===== src/inc/mode_map_pkg.sv =====
// Constants, types and register layout of the mode and resource map block.
// Assumes one 50 MHz clock and a synchronous active-high reset.
package mode_map_pkg;

    // -----------------------------------------------------------------
    // Operating modes, coded as {background, B, A} at reset release
    // -----------------------------------------------------------------
    typedef enum logic [2:0] {
        MODE_SPC_SINGLE = 3'h0,
        MODE_SPC_NARROW = 3'h1,
        MODE_SPC_PERIPH = 3'h2,
        MODE_SPC_WIDE = 3'h3,
        MODE_NRM_SINGLE = 3'h4,
        MODE_NRM_NARROW = 3'h5,
        MODE_FORCED_PERIPH = 3'h6,
        MODE_NRM_WIDE = 3'h7
    } mode_e;

    // Port pin functions.
    localparam logic [1:0] PORT_GPIO = 2'h0;
    localparam logic [1:0] PORT_ADDR_DATA = 2'h1;
    localparam logic [1:0] PORT_ADDR_ONLY = 2'h2;

    typedef struct packed {
        logic [1:0] port_a_fn;
        logic [1:0] port_b_fn;
        logic port_e_bus_ctrl;
        logic port_e_pullup;
        logic port_ab_pullup;
    } port_cfg_s;

    // One-hot resource select.
    typedef struct packed {
        logic none;
        logic ext;
        logic flash;
        logic eeprom;
        logic ram;
        logic regs;
        logic dbg_rom;
        logic dbg_ctrl;
    } sel_s;

    // -----------------------------------------------------------------
    // Register port map and field positions
    // -----------------------------------------------------------------
    localparam logic [2:0] ADDR_MODE = 3'h0;
    localparam logic [2:0] ADDR_REG_POS = 3'h1;
    localparam logic [2:0] ADDR_RAM_POS = 3'h2;
    localparam logic [2:0] ADDR_EE_POS = 3'h3;
    localparam logic [2:0] ADDR_STATUS = 3'h4;
    localparam int MODE_SPECIAL_MODE_LOW_BIT_BIT = 7;
    localparam int MODE_B_BIT = 6;
    localparam int MODE_A_BIT = 5;
    localparam int EE_ON_BIT = 0;

    // Reset positions: registers at 0x0000, RAM 0x0800, EEPROM 0x0D00.
    localparam logic [4:0] REG_POS_RESET = 5'h00;
    localparam logic [4:0] RAM_POS_RESET = 5'h01;
    localparam logic [3:0] EE_POS_RESET = 4'h0;
    localparam logic [3:0] EE_LOW_PAGE = 4'hD;
    localparam logic [7:0] DBG_PAGE = 8'hFF;
    localparam logic [7:0] DBG_CTRL_LAST = 8'h06;

    // Narrow-bus byte sequencer states, Gray coded from idle to high to low; low back to idle flips both bits.
    typedef enum logic [1:0] {
        XF_IDLE = 2'h0,
        XF_HIGH = 2'h1,
        XF_LOW = 2'h3
    } xfer_e;

endpackage


===== src/logic/mode_select_and_resource_map.sv =====
// Mode capture, port configuration, debug state and resource decoder.
// Assumes pins and strobes are synchronous to clk; rst is synchronous.
`timescale 1ns/10ps
module mode_select_and_resource_map (
    input wire logic clk, // 50 MHz clock.
    input wire logic rst, // Synchronous reset, active high.
    input wire logic background_serial_pin, // Background pin level.
    input wire logic mode_select_b_pin, // Mode pin B level.
    input wire logic mode_select_a_pin, // Mode pin A level.
    output logic background_serial_pin_pullup_en, // Pullup on background pin.
    output logic mode_pulldown_en, // Pulldowns on mode pins.
    input wire logic [2:0] reg_addr, // Register index.
    input wire logic [7:0] reg_wdata, // Register write data.
    input wire logic reg_wr, // Write strobe.
    input wire logic reg_rd, // Read strobe.
    output logic [7:0] reg_rdata, // Read data, cycle after strobe.
    input wire logic acc_valid, // Processor access this cycle.
    input wire logic [15:0] acc_addr, // Processor access address.
    output mode_map_pkg::sel_s acc_sel, // Registered select.
    input wire logic dbg_enable_cmd, // Serial enable command pulse.
    input wire logic dbg_serial_go, // Serial activate command pulse.
    input wire logic enter_background_instruction, // Opcode executed.
    input wire logic dbg_exit, // Debug firmware leaves.
    output logic background_debug_state, // Debug active.
    output logic skip_reset_vector, // Do not fetch reset vector.
    output logic cpu_hold, // Processor kept inactive.
    output mode_map_pkg::port_cfg_s port_cfg, // Port functions.
    input wire logic dbg_acc_req, // Non-intrusive access pending.
    input wire logic dbg_acc_wr, // That access is a write.
    input wire logic [15:0] dbg_acc_addr, // Its address.
    output logic dbg_acc_grant, // Access done this cycle.
    output logic dbg_acc_refused, // Write to read-only memory.
    input wire logic ext_word_req, // 16-bit external transfer pulse.
    output logic ext_cycle, // External bus cycle strobe.
    output logic ext_cycle_high // Cycle carries the high byte.
);
    // -----------------------------------------------------------------
    // Mode capture and software-visible control state
    // -----------------------------------------------------------------
    mode_map_pkg::mode_e mode, next_mode;
    logic mode_written, next_mode_written;
    logic [4:0] reg_pos, next_reg_pos;
    logic [4:0] ram_pos, next_ram_pos;
    logic [3:0] ee_pos, next_ee_pos;
    logic ee_on, next_ee_on;
    logic [2:0] pos_written, next_pos_written;
    logic dbg_enabled, next_dbg_enabled;
    logic next_dbg_active;
    logic [7:0] next_rdata;
    logic normal, single, periph, expanded;

    assign normal = mode[2];
    assign periph = mode == mode_map_pkg::MODE_SPC_PERIPH
        || mode == mode_map_pkg::MODE_FORCED_PERIPH;
    assign single = mode[1:0] == 2'h0;
    assign expanded = !single && !periph;

    // Next values of mode, positions, debug state and read data. The
    // pins are sampled every reset cycle, so the last one kept is the
    // level present at release.
    always_comb
    begin
        next_mode = mode;
        next_mode_written = mode_written;
        next_reg_pos = reg_pos;
        next_ram_pos = ram_pos;
        next_ee_pos = ee_pos;
        next_ee_on = ee_on;
        next_pos_written = pos_written;
        next_dbg_enabled = dbg_enabled;
        next_dbg_active = background_debug_state;
        next_rdata = 8'h00;
        if (reg_wr)
        begin
            case (reg_addr)
                mode_map_pkg::ADDR_MODE:
                begin
                    // Peripheral mode is fixed, and B/A = 1/0 would pick
                    // a peripheral code, special or forced, so never taken.
                    if (!periph && !(normal && mode_written)
                        && !(reg_wdata[mode_map_pkg::MODE_B_BIT]
                        && !reg_wdata[mode_map_pkg::MODE_A_BIT]))
                    begin
                        next_mode = mode_map_pkg::mode_e'({mode[2],
                            reg_wdata[mode_map_pkg::MODE_B_BIT],
                            reg_wdata[mode_map_pkg::MODE_A_BIT]});
                    end
                    next_mode_written = 1'b1;
                end
                mode_map_pkg::ADDR_REG_POS:
                begin
                    // Normal modes lock a position after one write.
                    if (!(normal && pos_written[0]))
                    begin
                        next_reg_pos = reg_wdata[7:3];
                    end
                    next_pos_written[0] = 1'b1;
                end
                mode_map_pkg::ADDR_RAM_POS:
                begin
                    if (!(normal && pos_written[1]))
                    begin
                        next_ram_pos = reg_wdata[7:3];
                    end
                    next_pos_written[1] = 1'b1;
                end
                mode_map_pkg::ADDR_EE_POS:
                begin
                    if (!(normal && pos_written[2]))
                    begin
                        next_ee_pos = reg_wdata[7:4];
                    end
                    next_pos_written[2] = 1'b1;
                    // The EEPROM switch only moves outside single-chip.
                    if (!single)
                    begin
                        next_ee_on = reg_wdata[mode_map_pkg::EE_ON_BIT];
                    end
                end
                default:
                begin
                    next_rdata = 8'h00;
                end
            endcase
        end
        if (reg_rd)
        begin
            case (reg_addr)
                mode_map_pkg::ADDR_MODE:
                    next_rdata = {!mode[2] ? 1'b0 : 1'b1, mode[1:0], 5'h00};
                mode_map_pkg::ADDR_REG_POS:
                    next_rdata = {reg_pos, 3'h0};
                mode_map_pkg::ADDR_RAM_POS:
                    next_rdata = {ram_pos, 3'h0};
                mode_map_pkg::ADDR_EE_POS:
                    next_rdata = {ee_pos, 3'h0, ee_on};
                mode_map_pkg::ADDR_STATUS:
                    next_rdata = {5'h00, cpu_hold, dbg_enabled,
                        background_debug_state};
                default:
                    next_rdata = 8'h00;
            endcase
        end
        // Debug activation needs a prior enable outside special single.
        if (dbg_enable_cmd)
        begin
            next_dbg_enabled = 1'b1;
        end
        if (dbg_exit)
        begin
            next_dbg_active = 1'b0;
        end
        if ((dbg_serial_go || enter_background_instruction)
            && dbg_enabled)
        begin
            next_dbg_active = 1'b1;
        end
        if (rst)
        begin
            next_mode = mode_map_pkg::mode_e'({background_serial_pin,
                mode_select_b_pin, mode_select_a_pin});
            next_mode_written = 1'b0;
            next_reg_pos = mode_map_pkg::REG_POS_RESET;
            next_ram_pos = mode_map_pkg::RAM_POS_RESET;
            next_ee_pos = mode_map_pkg::EE_POS_RESET;
            next_ee_on = 1'b1;
            next_pos_written = 3'h0;
            // Special single-chip comes up enabled and active.
            next_dbg_enabled = next_mode == mode_map_pkg::MODE_SPC_SINGLE;
            next_dbg_active = next_dbg_enabled;
            next_rdata = 8'h00;
        end
    end

    // Control registers.
    always_ff @(posedge clk)
    begin
        mode <= next_mode;
        mode_written <= next_mode_written;
        reg_pos <= next_reg_pos;
        ram_pos <= next_ram_pos;
        ee_pos <= next_ee_pos;
        ee_on <= next_ee_on;
        pos_written <= next_pos_written;
        dbg_enabled <= next_dbg_enabled;
        background_debug_state <= next_dbg_active;
        reg_rdata <= next_rdata;
    end

    // -----------------------------------------------------------------
    // Pin pulls and port configuration
    // -----------------------------------------------------------------
    mode_map_pkg::port_cfg_s next_port_cfg;

    // Port functions follow the current mode, so a legal mode write
    // reconfigures the ports two cycles later.
    always_comb
    begin
        next_port_cfg = '0;
        next_port_cfg.port_e_pullup = 1'b1;
        next_port_cfg.port_ab_pullup = 1'b0;
        if (!single)
        begin
            next_port_cfg.port_a_fn = mode_map_pkg::PORT_ADDR_DATA;
            next_port_cfg.port_b_fn = mode[0] && !mode[1]
                ? mode_map_pkg::PORT_ADDR_ONLY
                : mode_map_pkg::PORT_ADDR_DATA;
            next_port_cfg.port_e_bus_ctrl = 1'b1;
        end
    end

    // Pulls sit on the mode pins while reset is held, one cycle delayed.
    always_ff @(posedge clk)
    begin
        background_serial_pin_pullup_en <= rst;
        mode_pulldown_en <= rst;
        port_cfg <= next_port_cfg;
        cpu_hold <= !rst && periph;
        skip_reset_vector <= next_mode == mode_map_pkg::MODE_SPC_SINGLE;
    end

    // -----------------------------------------------------------------
    // Resource decoder
    // -----------------------------------------------------------------
    mode_map_pkg::sel_s next_acc_sel, dbg_sel;
    logic next_grant, next_refused;

    // Fixed precedence over the current map; the chain of else-ifs
    // guarantees a single select. Map writes are seen from the next
    // cycle, so a select changes two cycles after the write.
    function automatic mode_map_pkg::sel_s decode(input logic [15:0] a);
        mode_map_pkg::sel_s s;
        s = '0;
        if (background_debug_state
            && a[15:8] == mode_map_pkg::DBG_PAGE)
        begin
            if (a[7:0] <= mode_map_pkg::DBG_CTRL_LAST)
                s.dbg_ctrl = 1'b1;
            else
                s.dbg_rom = 1'b1;
        end
        else if (a[15:11] == reg_pos && a[10:9] == 2'h0)
            s.regs = 1'b1;
        else if (a[15:11] == ram_pos && !a[10])
            s.ram = 1'b1;
        else if (ee_on && a[15:12] == ee_pos
            && a[11:8] >= mode_map_pkg::EE_LOW_PAGE)
            s.eeprom = 1'b1;
        else if (single && a[15])
            s.flash = 1'b1;
        else if (expanded)
            s.ext = 1'b1;
        else
            s.none = 1'b1;
        return s;
    endfunction

    // Debug accesses are served only in cycles the processor leaves idle.
    always_comb
    begin
        next_acc_sel = acc_valid ? decode(acc_addr) : '0;
        dbg_sel = decode(dbg_acc_addr);
        next_grant = dbg_acc_req && !acc_valid && !rst;
        next_refused = next_grant && dbg_acc_wr
            && (dbg_sel.eeprom || dbg_sel.flash);
        if (rst)
        begin
            next_acc_sel = '0;
        end
    end

    always_ff @(posedge clk)
    begin
        acc_sel <= next_acc_sel;
        dbg_acc_grant <= next_grant;
        dbg_acc_refused <= next_refused;
    end

    // -----------------------------------------------------------------
    // External byte sequencer
    // -----------------------------------------------------------------
    mode_map_pkg::xfer_e xf, next_xf;
    logic next_ext_cycle, next_ext_high;

    // Narrow modes split a word into two cycles, high byte first; wide
    // modes run it as one cycle. Requests during a split are dropped.
    always_comb
    begin
        next_xf = xf;
        next_ext_cycle = 1'b0;
        next_ext_high = 1'b0;
        case (xf)
            mode_map_pkg::XF_IDLE:
            begin
                if (ext_word_req && expanded)
                begin
                    next_ext_cycle = 1'b1;
                    if (mode[0] && !mode[1])
                    begin
                        next_xf = mode_map_pkg::XF_HIGH;
                        next_ext_high = 1'b1;
                    end
                end
            end
            mode_map_pkg::XF_HIGH:
            begin
                next_xf = mode_map_pkg::XF_LOW;
                next_ext_cycle = 1'b1;
            end
            mode_map_pkg::XF_LOW:
                next_xf = mode_map_pkg::XF_IDLE;
            default:
                next_xf = mode_map_pkg::XF_IDLE;
        endcase
        if (rst)
        begin
            next_xf = mode_map_pkg::XF_IDLE;
            next_ext_cycle = 1'b0;
            next_ext_high = 1'b0;
        end
    end

    always_ff @(posedge clk)
    begin
        xf <= next_xf;
        ext_cycle <= next_ext_cycle;
        ext_cycle_high <= next_ext_high;
    end
endmodule


===== config.mk =====
export PLATFORM = sky130hd
export DESIGN_NAME = mode_select_and_resource_map
export DESIGN_NICKNAME = d
export VERILOG_FILES = /design/src/inc/mode_map_pkg.sv /design/src/logic/mode_select_and_resource_map.sv
export SDC_FILE = /design/constraint.sdc
export NUM_CORES = 1
export LEC_CHECK = 0
export BUFFER_PORTS_ARGS = -buffer_cell sky130_fd_sc_hd__buf_2
export CAP_MARGIN = 20
export CORE_MARGIN = 3
export CORE_UTILIZATION = 35
export DETAILED_ROUTE_END_ITERATION = 7
export PLACE_DENSITY = 0.67
export SYNTH_ARGS = -nofsm -noshare
export SYNTH_HDL_FRONTEND = slang
export SYNTH_SLANG_ARGS = --single-unit

===== constraint.sdc =====
create_clock -name clk -period 1.3 [get_ports clk]
set_input_delay 0.26 -clock clk [delete_from_list [all_inputs] [get_ports clk]]
set_output_delay 0.26 -clock clk [all_outputs]
set_load 0.05 [all_outputs]

==> out/metrics.cfg, run 1 <==
[synth]
syn_area_um2=2360
synthTopCellsByArea=dfxtp_1 42%, mux2i_1 5.9%, xnor2_1 5.6%
syn_avg_cell_area_um2=9.73
ys_ff_latch=52
syn_inst=243
yosys.area.top_type=dfxtp_1
synth.top_cell.area_share=0.424
yosysWarnings=0
ys_seq_area_frac=0.449
synth.distinct_cells=47

[route]
wl_met1_mm=2.67
first_pass_iters=4
ant_nets=0
vias=2155
wl_met2_mm=3.12
drtIter0Drc=102
routed.top_layer=met4
routed_wl_mm=6.30
routedWlPerCell_um=14.4
wl_met3_um=414
drc_errors=0
vias_per_cell=4.91

[grt]
groute.usage.overall=0.157
grt_pass1_wl_mm=9.43
grt_max_degree=22
grt-ovfl-total=0
antenna_found_initial=0
grt_pass1_vias=2005

[timing]
skew_ns=0.00806
slew_viol_final=0
period_minus_slack_ns=1.31
fmaxAchievable_ghz=0.761
setup_viol_count_final=6
fin_crit_sh=1.01
fin_ws_ns=-0.0133
rsz0062_at_grt=yes
fin_setup_tns_ns=-0.0489
finalHoldViolCount=0

[clock_network]
clk_pin_slew_ns=0.09
clock_latency_ns=0.30
htree_levels=2
cts_made_buffers=5
clock-sinks=52
cts-root-buf=clkbuf_8
tritoncts=built
cts_hold_buf=0
clockBufferDepth=2

[die]
rows=29
floorplan.die_area_um2=7770
start_util=0.366
ioPinCount=90
coreArea_um2=6460
die_w_um=88.2
die_h_um=88.2

[setup_path]
required_ns=1.49
cp-end-kind=register
cp_max_fo=4
startpoint_type=register
crit_type=reg2reg
reg2regPathDepth=5
arrival_ns=1.50

[flow_run]
max_cap_violations=0

[final_layout]
final_common_cell=buf_2
synthToLayoutAreaGrowth_pct=43.9
fin_nets=420
multi_input_area_um2=1340
fillerInstances=584
drive_gt1_frac=0.467
seq_area_um2=1080
final_cell_mix=75 x buf_2, 46 x buf_4, 39 x dfxtp_1
n_antenna_cell=0

[pwr]
ir_drop_uv=399
power_mw=3.48
p_leak_nw=1.56
power_density_nw_per_um2=1020

[place]
gp_congestion=0.863
dpl.hpwl_mm=4.82
numPortBuffers=76

[status]
violations=setup timing
outcome=complete, but fails checks

[hold_path]
min_path_cells=3
hold_class=in2reg

## path summary, 6_finish.rpt
path	endpoint	from	slack, ns
setup / recovery	acc_sel[5]$_SDFF_PP0_	ram_pos[1]$_SDFFE_PP0P_	-0.01
hold / removal	mode[1]$_DFF_P_	mode_select_b_pin	0.22
setup reg to reg	acc_sel[5]$_SDFF_PP0_	ram_pos[1]$_SDFFE_PP0P_	-0.01
hold reg to reg	reg_rdata[2]$_SDFF_PP0_	cpu_hold$_DFF_P_	0.47
## metal layers
| metal | vias to the layer above | global-route usage |
|---|---|---|
| met2 | 74 | 0.270 |
| met1 | 980 | 0.197 |
| li1 | 1092 | - |
| met4 | 0 | 0.0522 |
| met3 | 9 | 0.0273 |
| met5 | - | 0 |
## synth_stat cells (all sizes together)
library cell	n
a2111oi	1
a211o	3
a21oi	3
a22oi	2
a311oi	1
a31oi	3
a41o	1
a41oi	1
and2	3
and4	2
and4b	3
and4bb	1
buf	8
clkbuf	6
conb	2
dfxtp	50
edfxtp	2
inv	5
mux2	2
mux2i	14
mux4	3
nand2	13
nand2b	7
nand3	6
nand4	6
nand4b	1
nor2	28
nor2b	8
nor3	9
nor3b	5
nor4	6
nor4b	2
o2111ai	1
o21ai	3
o221ai	1
o311ai	2
o31ai	1
or2	1
or3b	1
or4	1
xnor2	15
xor2	10
## state kept, by name, indices dropped and copies added, names as in the netlist, 2 cells and up
signal	cells
pos_written	3
reg_pos	5
port_cfg	3
reg_rdata	8
xf	2
ram_pos	5
ee_pos	4
mode	3
acc_sel	8
## repair_timing
item / 4_1_cts / 5_1_grt
endpoints found under the setup margin: 7 / 8
pin swaps: 4 / 5
resized for setup: 15 / 21
setup buffers: 3 / 0
## stage by stage
stage | hold WS, ns | setup WS, ns | cells | utilization | cell area (um^2)
global route | 0.212 | -0.126 | 439 | 0.527 | 3400
floorplan | 0.288 | -0.128 | 244 | - | 2380
detailed placement | 0.452 | -0.158 | 429 | 0.485 | 3130
finish | 0.216 | -0.0133 | 439 | 0.527 | 3400
CTS | 0.205 | -0.0818 | 439 | 0.513 | 3310
global placement | 0.437 | -0.125 | 429 | 0.485 | 3130
## critical path, stage by stage, from the launching register on
cell	delay, ns
dfxtp_1	0.43
xnor2_1	0.14
nand4_1	0.20
nor3_2	0.21
buf_4	0.18
nor4_4	0.05
## cells by family (layout without fill, tap and decap cells)
logic type,Yosys count,after routing,share of synthesized area
buffers and inverters,19,137,0.0392
AND/OR/NAND/NOR,103,103,0.247
multiplexers,19,19,0.0974
flip-flops,52,52,0.449
other,2,3,0.00318
XOR/XNOR,25,25,0.0926
AO/OA/AOI/OAI,23,23,0.0715
## final cells by class
type | instances | share of cell area
clock inverters | 1 | 0.00883
well taps | 77 | 0.0283
flip-flops and latches | 52 | 0.317
repair buffers | 125 | 0.225
clock buffers | 6 | 0.0213
multi-input cells | 173 | 0.394
inverters | 5 | 0.00552
## power by group
group,internal [mW],leakage (nW),switching (mW),total [mW]
clock,0.565,0.0513,0.501,1.07
combinational,0.296,1.08,0.416,0.712
sequential,1.67,0.433,0.0418,1.71
total,2.53,1.56,0.958,3.48
Note: power is estimated with default switching activity, not from simulation.
==> run 2: changes to the inputs <==
--- a/config.mk
+++ b/config.mk
@@ -9,7 +9,9 @@
 export CAP_MARGIN = 20
 export CORE_MARGIN = 3
 export CORE_UTILIZATION = 35
+export CTS_CLUSTER_DIAMETER = 80
 export DETAILED_ROUTE_END_ITERATION = 7
+export MAX_ROUTING_LAYER = met4
 export PLACE_DENSITY = 0.67
 export SYNTH_ARGS = -nofsm -noshare
 export SYNTH_HDL_FRONTEND = slang
==> out/metrics.cfg, run 2 (synthesized netlist as in run 1, its figures left out) <==
[timing]
fin_crit_sh=1.01  ; about the same
period_minus_slack_ns=1.32  ; was 1.31 ns
skew_ns=0.0109  ; was 0.00806 ns
rsz0062_at_grt=yes  ; unchanged
fmaxAchievable_ghz=0.759  ; was 0.761 GHz
setup_viol_count_final=6  ; unchanged
slew_viol_final=0  ; unchanged
hold_ws_ns=0.213  ; was 0.216 ns
fin_ws_ns=-0.0176  ; was -0.0133 ns
finalHoldViolCount=0  ; unchanged

[setup_path]
cp-end-kind=register  ; unchanged
crit_family=compound AO/OA/AOI/OAI gates  ; was simple AND/OR/NAND/NOR gates
max_stage_delay_ns=0.35  ; was 0.43 ns
crit_type=reg2reg  ; unchanged
cp_max_fo=3  ; was 4
worstPathCellList=xor2_1 > nor4_2 > o21ai_1 > a2111oi_2  ; was xnor2_1 > nand4_1 > nor3_2 > buf_4 > nor4_4
startpoint_type=register  ; unchanged
required_ns=1.49  ; about the same
path_buf_inv=0  ; was 1
arrival_ns=1.51  ; was 1.50 ns
cpMaxStageDelayCell=dfxtp_1  ; unchanged

[route]
ant_nets=0  ; unchanged
drc_errors=0  ; unchanged
wl_met2_mm=3.16  ; was 3.12 mm
wl_met1_mm=2.68  ; was 2.67 mm
routed_wl_mm=6.31  ; was 6.30 mm
routed.top_layer=met4  ; unchanged
routedWlPerCell_um=14.4  ; about the same
wl_met3_um=391  ; was 414 um
first_pass_iters=4  ; unchanged
vias_per_cell=4.92  ; was 4.91
vias=2158  ; was 2155
drtIter0Drc=108  ; was 102

[pwr]
power_mw=3.48  ; about the same
sequentialPowerShare=0.490  ; about the same
p_sw_frac=0.275  ; about the same
clockPowerShare=0.306  ; about the same
ir_drop_uv=399  ; about the same
internal_power_mw=2.53  ; about the same
pwr-share-comb=0.204  ; about the same
power_density_nw_per_um2=1020  ; about the same
p_switching_uw=958  ; about the same
p_leak_nw=1.56  ; unchanged

[final_layout]
n_antenna_cell=0  ; unchanged
synthToLayoutAreaGrowth_pct=43.9  ; unchanged
fin_nets=420  ; unchanged
fin_util=0.527  ; unchanged
final_cell_mix=75 x buf_2, 46 x buf_4, 39 x dfxtp_1  ; unchanged
final_common_cell=buf_2  ; unchanged
largestRegisters=acc_sel x8, reg_rdata x8  ; unchanged
drive_gt1_frac=0.467  ; unchanged

[grt]
grt_max_degree=22  ; unchanged
antenna_found_initial=0  ; unchanged
grt-ovfl-total=0  ; unchanged
grt_pass1_vias=2009  ; was 2005
groute.usage.overall=0.161  ; was 0.157
grt_pass1_wl_mm=9.43  ; unchanged

[clock_network]
cts_made_buffers=5  ; unchanged
clock-sinks=52  ; unchanged
clock_latency_ns=0.30  ; about the same
clockBufferDepth=2  ; unchanged
clk_pin_slew_ns=0.08  ; was 0.09 ns
htree_levels=2  ; unchanged
tritoncts=built  ; unchanged
cts-root-buf=clkbuf_8  ; unchanged

[place]
gp_congestion=0.877  ; was 0.863
post-place-ws_ns=-0.158  ; unchanged
dpl.hpwl_mm=4.82  ; unchanged
numPortBuffers=76  ; unchanged

[status]
violations=setup timing  ; unchanged
outcome=complete, but fails checks  ; unchanged

[die]
start_util=0.366  ; unchanged
floorplan.die_area_um2=7770  ; unchanged
die_h_um=88.2  ; unchanged
die_w_um=88.2  ; unchanged
coreArea_um2=6460  ; unchanged
ioPinCount=90  ; unchanged
rows=29  ; unchanged

[flow_run]
max_cap_violations=0  ; unchanged

[hold_path]
hold_class=in2reg  ; unchanged

[run 2: cell counts in the layout (fill, tap and decap cells not counted)]
No cell type changed its count.
[run 2: stage by stage]
stage,TNS (ns),cells,instance area (um^2)
floorplan,-0.540,244,2380
global placement,-0.906,429,3130
detailed placement,-1.11,429,3130
CTS,-0.129,439,3310
global route,-0.565,439,3400
finish,-0.0686,439,3400
[run 2: final timing paths]
path,cells past startpoint,to,slack [ns],startpoint
worst max register to register,4,dbg_acc_refused$_DFF_P_,-0.02,ee_pos[0]$_SDFFE_PP0P_
worst max-delay path,4,dbg_acc_refused$_DFF_P_,-0.02,ee_pos[0]$_SDFFE_PP0P_
worst min-delay path,3,ee_on$_SDFFE_PP1P_,0.21,reg_wdata[0]
worst min register to register,1,reg_rdata[2]$_SDFF_PP0_,0.47,cpu_hold$_DFF_P_
[run 2: layout make-up]
type                    count  area [um^2]
inverters                   5         18.8
clock inverters             1         30.0
multi-input cells         173         1340
repair buffers            125          766
well taps                  77         96.3
clock buffers               6         72.6
fillers                   584         3060
flip-flops and latches     52         1080
[run 2: tightest hold or removal path: cells and delay by family]
kind,cells,cell delay (ns)
buffers and inverters,1,0.09
multiplexers,1,0.06
AND/OR/NAND/NOR,1,0.06
[run 2: repair_timing]
item                                    in CTS  in global routing
cloned                                       0                  0
endpoints found under the setup margin       7                  8
hold buffers                                 0                  0
buffers inserted                             3                  0
pin swaps                                    4                  5
endpoints found under the hold margin        0                  0
gates resized for setup                     15                 21
[run 2: power groups by stage]
stage | Combinational [mW] | Clock, mW | Sequential [mW]
after detailed placement | 0.663 | 0 | 1.75
final | 0.712 | 1.06 | 1.71
after global placement | 0.654 | 0 | 1.74
after floorplan | 0.275 | 0 | 1.86
after CTS | 0.691 | 1.09 | 1.71
after global routing | 0.766 | 1.14 | 1.72
[run 2: routing by layer]
layer  vias to the layer above  GRT usage
met5                         -          -
met4                         0     0.0522
met3                         7     0.0245
met2                        76      0.270
met1                       982      0.198
li1                       1093          -
==> run 3: changes to the inputs <==
--- a/config.mk
+++ b/config.mk
@@ -6,13 +6,15 @@
 export NUM_CORES = 1
 export LEC_CHECK = 0
 export BUFFER_PORTS_ARGS = -buffer_cell sky130_fd_sc_hd__buf_2
-export CAP_MARGIN = 20
+export CAP_MARGIN = 10
 export CORE_MARGIN = 3
 export CORE_UTILIZATION = 35
+export CTS_BUF_LIST = sky130_fd_sc_hd__clkbuf_4 sky130_fd_sc_hd__clkbuf_8 sky130_fd_sc_hd__clkbuf_16
 export CTS_CLUSTER_DIAMETER = 80
 export DETAILED_ROUTE_END_ITERATION = 7
 export MAX_ROUTING_LAYER = met4
 export PLACE_DENSITY = 0.67
+export SLEW_MARGIN = 40
 export SYNTH_ARGS = -nofsm -noshare
 export SYNTH_HDL_FRONTEND = slang
 export SYNTH_SLANG_ARGS = --single-unit
==> out/metrics.cfg, run 3 (synthesized netlist as in run 1, its figures left out) <==
[status]
outcome=complete, but fails checks  ; unchanged
violations=setup timing  ; unchanged

[pwr]
ir_drop_uv=398  ; was 399 uV
p_leak_nw=1.57  ; was 1.56 nW
power_mw=3.51  ; was 3.48 mW
power_density_nw_per_um2=1030  ; was 1020 nW/um^2

[clock_network]
htree_levels=2  ; unchanged
tritoncts=built  ; unchanged
cts_hold_buf=0  ; unchanged
cts_made_buffers=5  ; unchanged
clk_pin_slew_ns=0.09  ; was 0.08 ns
clock-sinks=52  ; unchanged
clock_latency_ns=0.30  ; about the same
clockBufferDepth=2  ; unchanged
cts-root-buf=clkbuf_8  ; unchanged

[final_layout]
largestRegisters=acc_sel x8, reg_rdata x8  ; unchanged
fin_util=0.527  ; about the same
synthToLayoutAreaGrowth_pct=44.1  ; was 43.9%
final_cell_mix=75 x buf_2, 46 x buf_4, 39 x dfxtp_1  ; unchanged
drive_gt1_frac=0.470  ; was 0.467
n_antenna_cell=0  ; unchanged
final_common_cell=buf_2  ; unchanged
fin_nets=420  ; unchanged

[timing]
setup_viol_count_final=6  ; unchanged
slew_viol_final=0  ; unchanged
period_minus_slack_ns=1.32  ; about the same
finalHoldViolCount=0  ; unchanged
fmaxAchievable_ghz=0.757  ; was 0.759 GHz
fin_setup_tns_ns=-0.0865  ; was -0.0686 ns
fin_crit_sh=1.02  ; was 1.01
rsz0062_at_grt=yes  ; unchanged
fin_ws_ns=-0.0212  ; was -0.0176 ns
skew_ns=0.00843  ; was 0.0109 ns
hold_ws_ns=0.214  ; was 0.213 ns

[die]
rows=29  ; unchanged
start_util=0.366  ; unchanged
floorplan.die_area_um2=7770  ; unchanged
die_h_um=88.2  ; unchanged
coreArea_um2=6460  ; unchanged
ioPinCount=90  ; unchanged
die_w_um=88.2  ; unchanged

[route]
drc_errors=0  ; unchanged
drtIter0Drc=88  ; was 108
first_pass_iters=4  ; unchanged
ant_nets=0  ; unchanged
vias=2148  ; was 2158
vias_per_cell=4.89  ; was 4.92
routed_wl_mm=6.29  ; was 6.31 mm
routedWlPerCell_um=14.3  ; was 14.4 um

[setup_path]
cpMaxStageDelayCell=dfxtp_1  ; unchanged
worstPathCellList=xnor2_1 > nand4_1 > nor3_2 > buf_4 > nor4_4  ; was xor2_1 > nor4_2 > o21ai_1 > a2111oi_2
cp_max_fo=4  ; was 3
cp-end-kind=register  ; unchanged
crit_type=reg2reg  ; unchanged
max_stage_delay_ns=0.44  ; was 0.35 ns
required_ns=1.49  ; about the same
arrival_ns=1.51  ; about the same
startpoint_type=register  ; unchanged

[hold_path]
hold_class=in2reg  ; unchanged

[place]
dpl.hpwl_mm=4.82  ; unchanged
gp_congestion=0.877  ; unchanged
numPortBuffers=76  ; unchanged

[grt]
groute.usage.overall=0.161  ; about the same
grt-ovfl-total=0  ; unchanged
grt_max_degree=22  ; unchanged
grt_pass1_vias=2006  ; was 2009
antenna_found_initial=0  ; unchanged
grt_pass1_wl_mm=9.42  ; was 9.43 mm

[flow_run]
max_cap_violations=0  ; unchanged

-- run 3: cell counts in the layout (fill, tap and decap cells not counted) --
No cell type changed its count.
-- run 3: stage by stage --
step | instance area, um^2 | cells | setup slack, ns
after detailed placement | 3130 | 429 | -0.158
after floorplan | 2380 | 244 | -0.128
final | 3410 | 439 | -0.0212
after global placement | 3130 | 429 | -0.125
after CTS | 3320 | 439 | -0.0818
after global routing | 3410 | 439 | -0.126
-- run 3: repair_timing --
| item | in CTS | in global routing |
|---|---|---|
| endpoints found under the hold margin | 0 | 0 |
| pin swaps | 4 | 5 |
| setup buffers | 3 | 0 |
| resized for setup | 15 | 21 |
| setup endpoints to repair | 7 | 8 |
-- run 3: cell type report --
type | instances | area (um^2)
clock buffer | 6 | 76.3
clock inverter | 1 | 30.0
fill | 581 | 3050
inverter | 5 | 18.8
multi-input combinational | 173 | 1340
sequential | 52 | 1080
tap | 77 | 96.3
timing repair buffer | 125 | 766
-- run 3: worst max-delay path: cells and delay by family, from the launching register on --
kind	cells	cell delay, ns
AND/OR/NAND/NOR	3	0.46
XOR/XNOR	1	0.14
buffers and inverters	1	0.18
flip-flops	1	0.44
-- run 3: layer usage --
| layer | vias up | GRT usage | wire [um] |
|---|---|---|---|
| met5 | - | - | 0 |
| met4 | 0 | 0.0522 | 106 |
| met3 | 9 | 0.0245 | 439 |
| met2 | 77 | 0.270 | 3110 |
| met1 | 970 | 0.198 | 2640 |
| li1 | 1092 | - | - |
-- run 3: where the power goes --
group / internal (mW) / switching (mW) / total, mW / leakage, nW
sequential: 1.67 / 0.0420 / 1.71 / 0.433
clock: 0.586 / 0.503 / 1.09 / 0.0547
combinational: 0.295 / 0.415 / 0.711 / 1.08
-- run 3: worst paths after layout --
path / start / to / slack (ns) / cells after the start
hold reg to reg: cpu_hold$_DFF_P_ / reg_rdata[2]$_SDFF_PP0_ / 0.47 / 1
hold / removal: reg_wdata[0] / ee_on$_SDFFE_PP1P_ / 0.21 / 3
setup / recovery: ram_pos[1]$_SDFFE_PP0P_ / acc_sel[5]$_SDFF_PP0_ / -0.02 / 5
setup reg to reg: ram_pos[1]$_SDFFE_PP0P_ / acc_sel[5]$_SDFF_PP0_ / -0.02 / 5
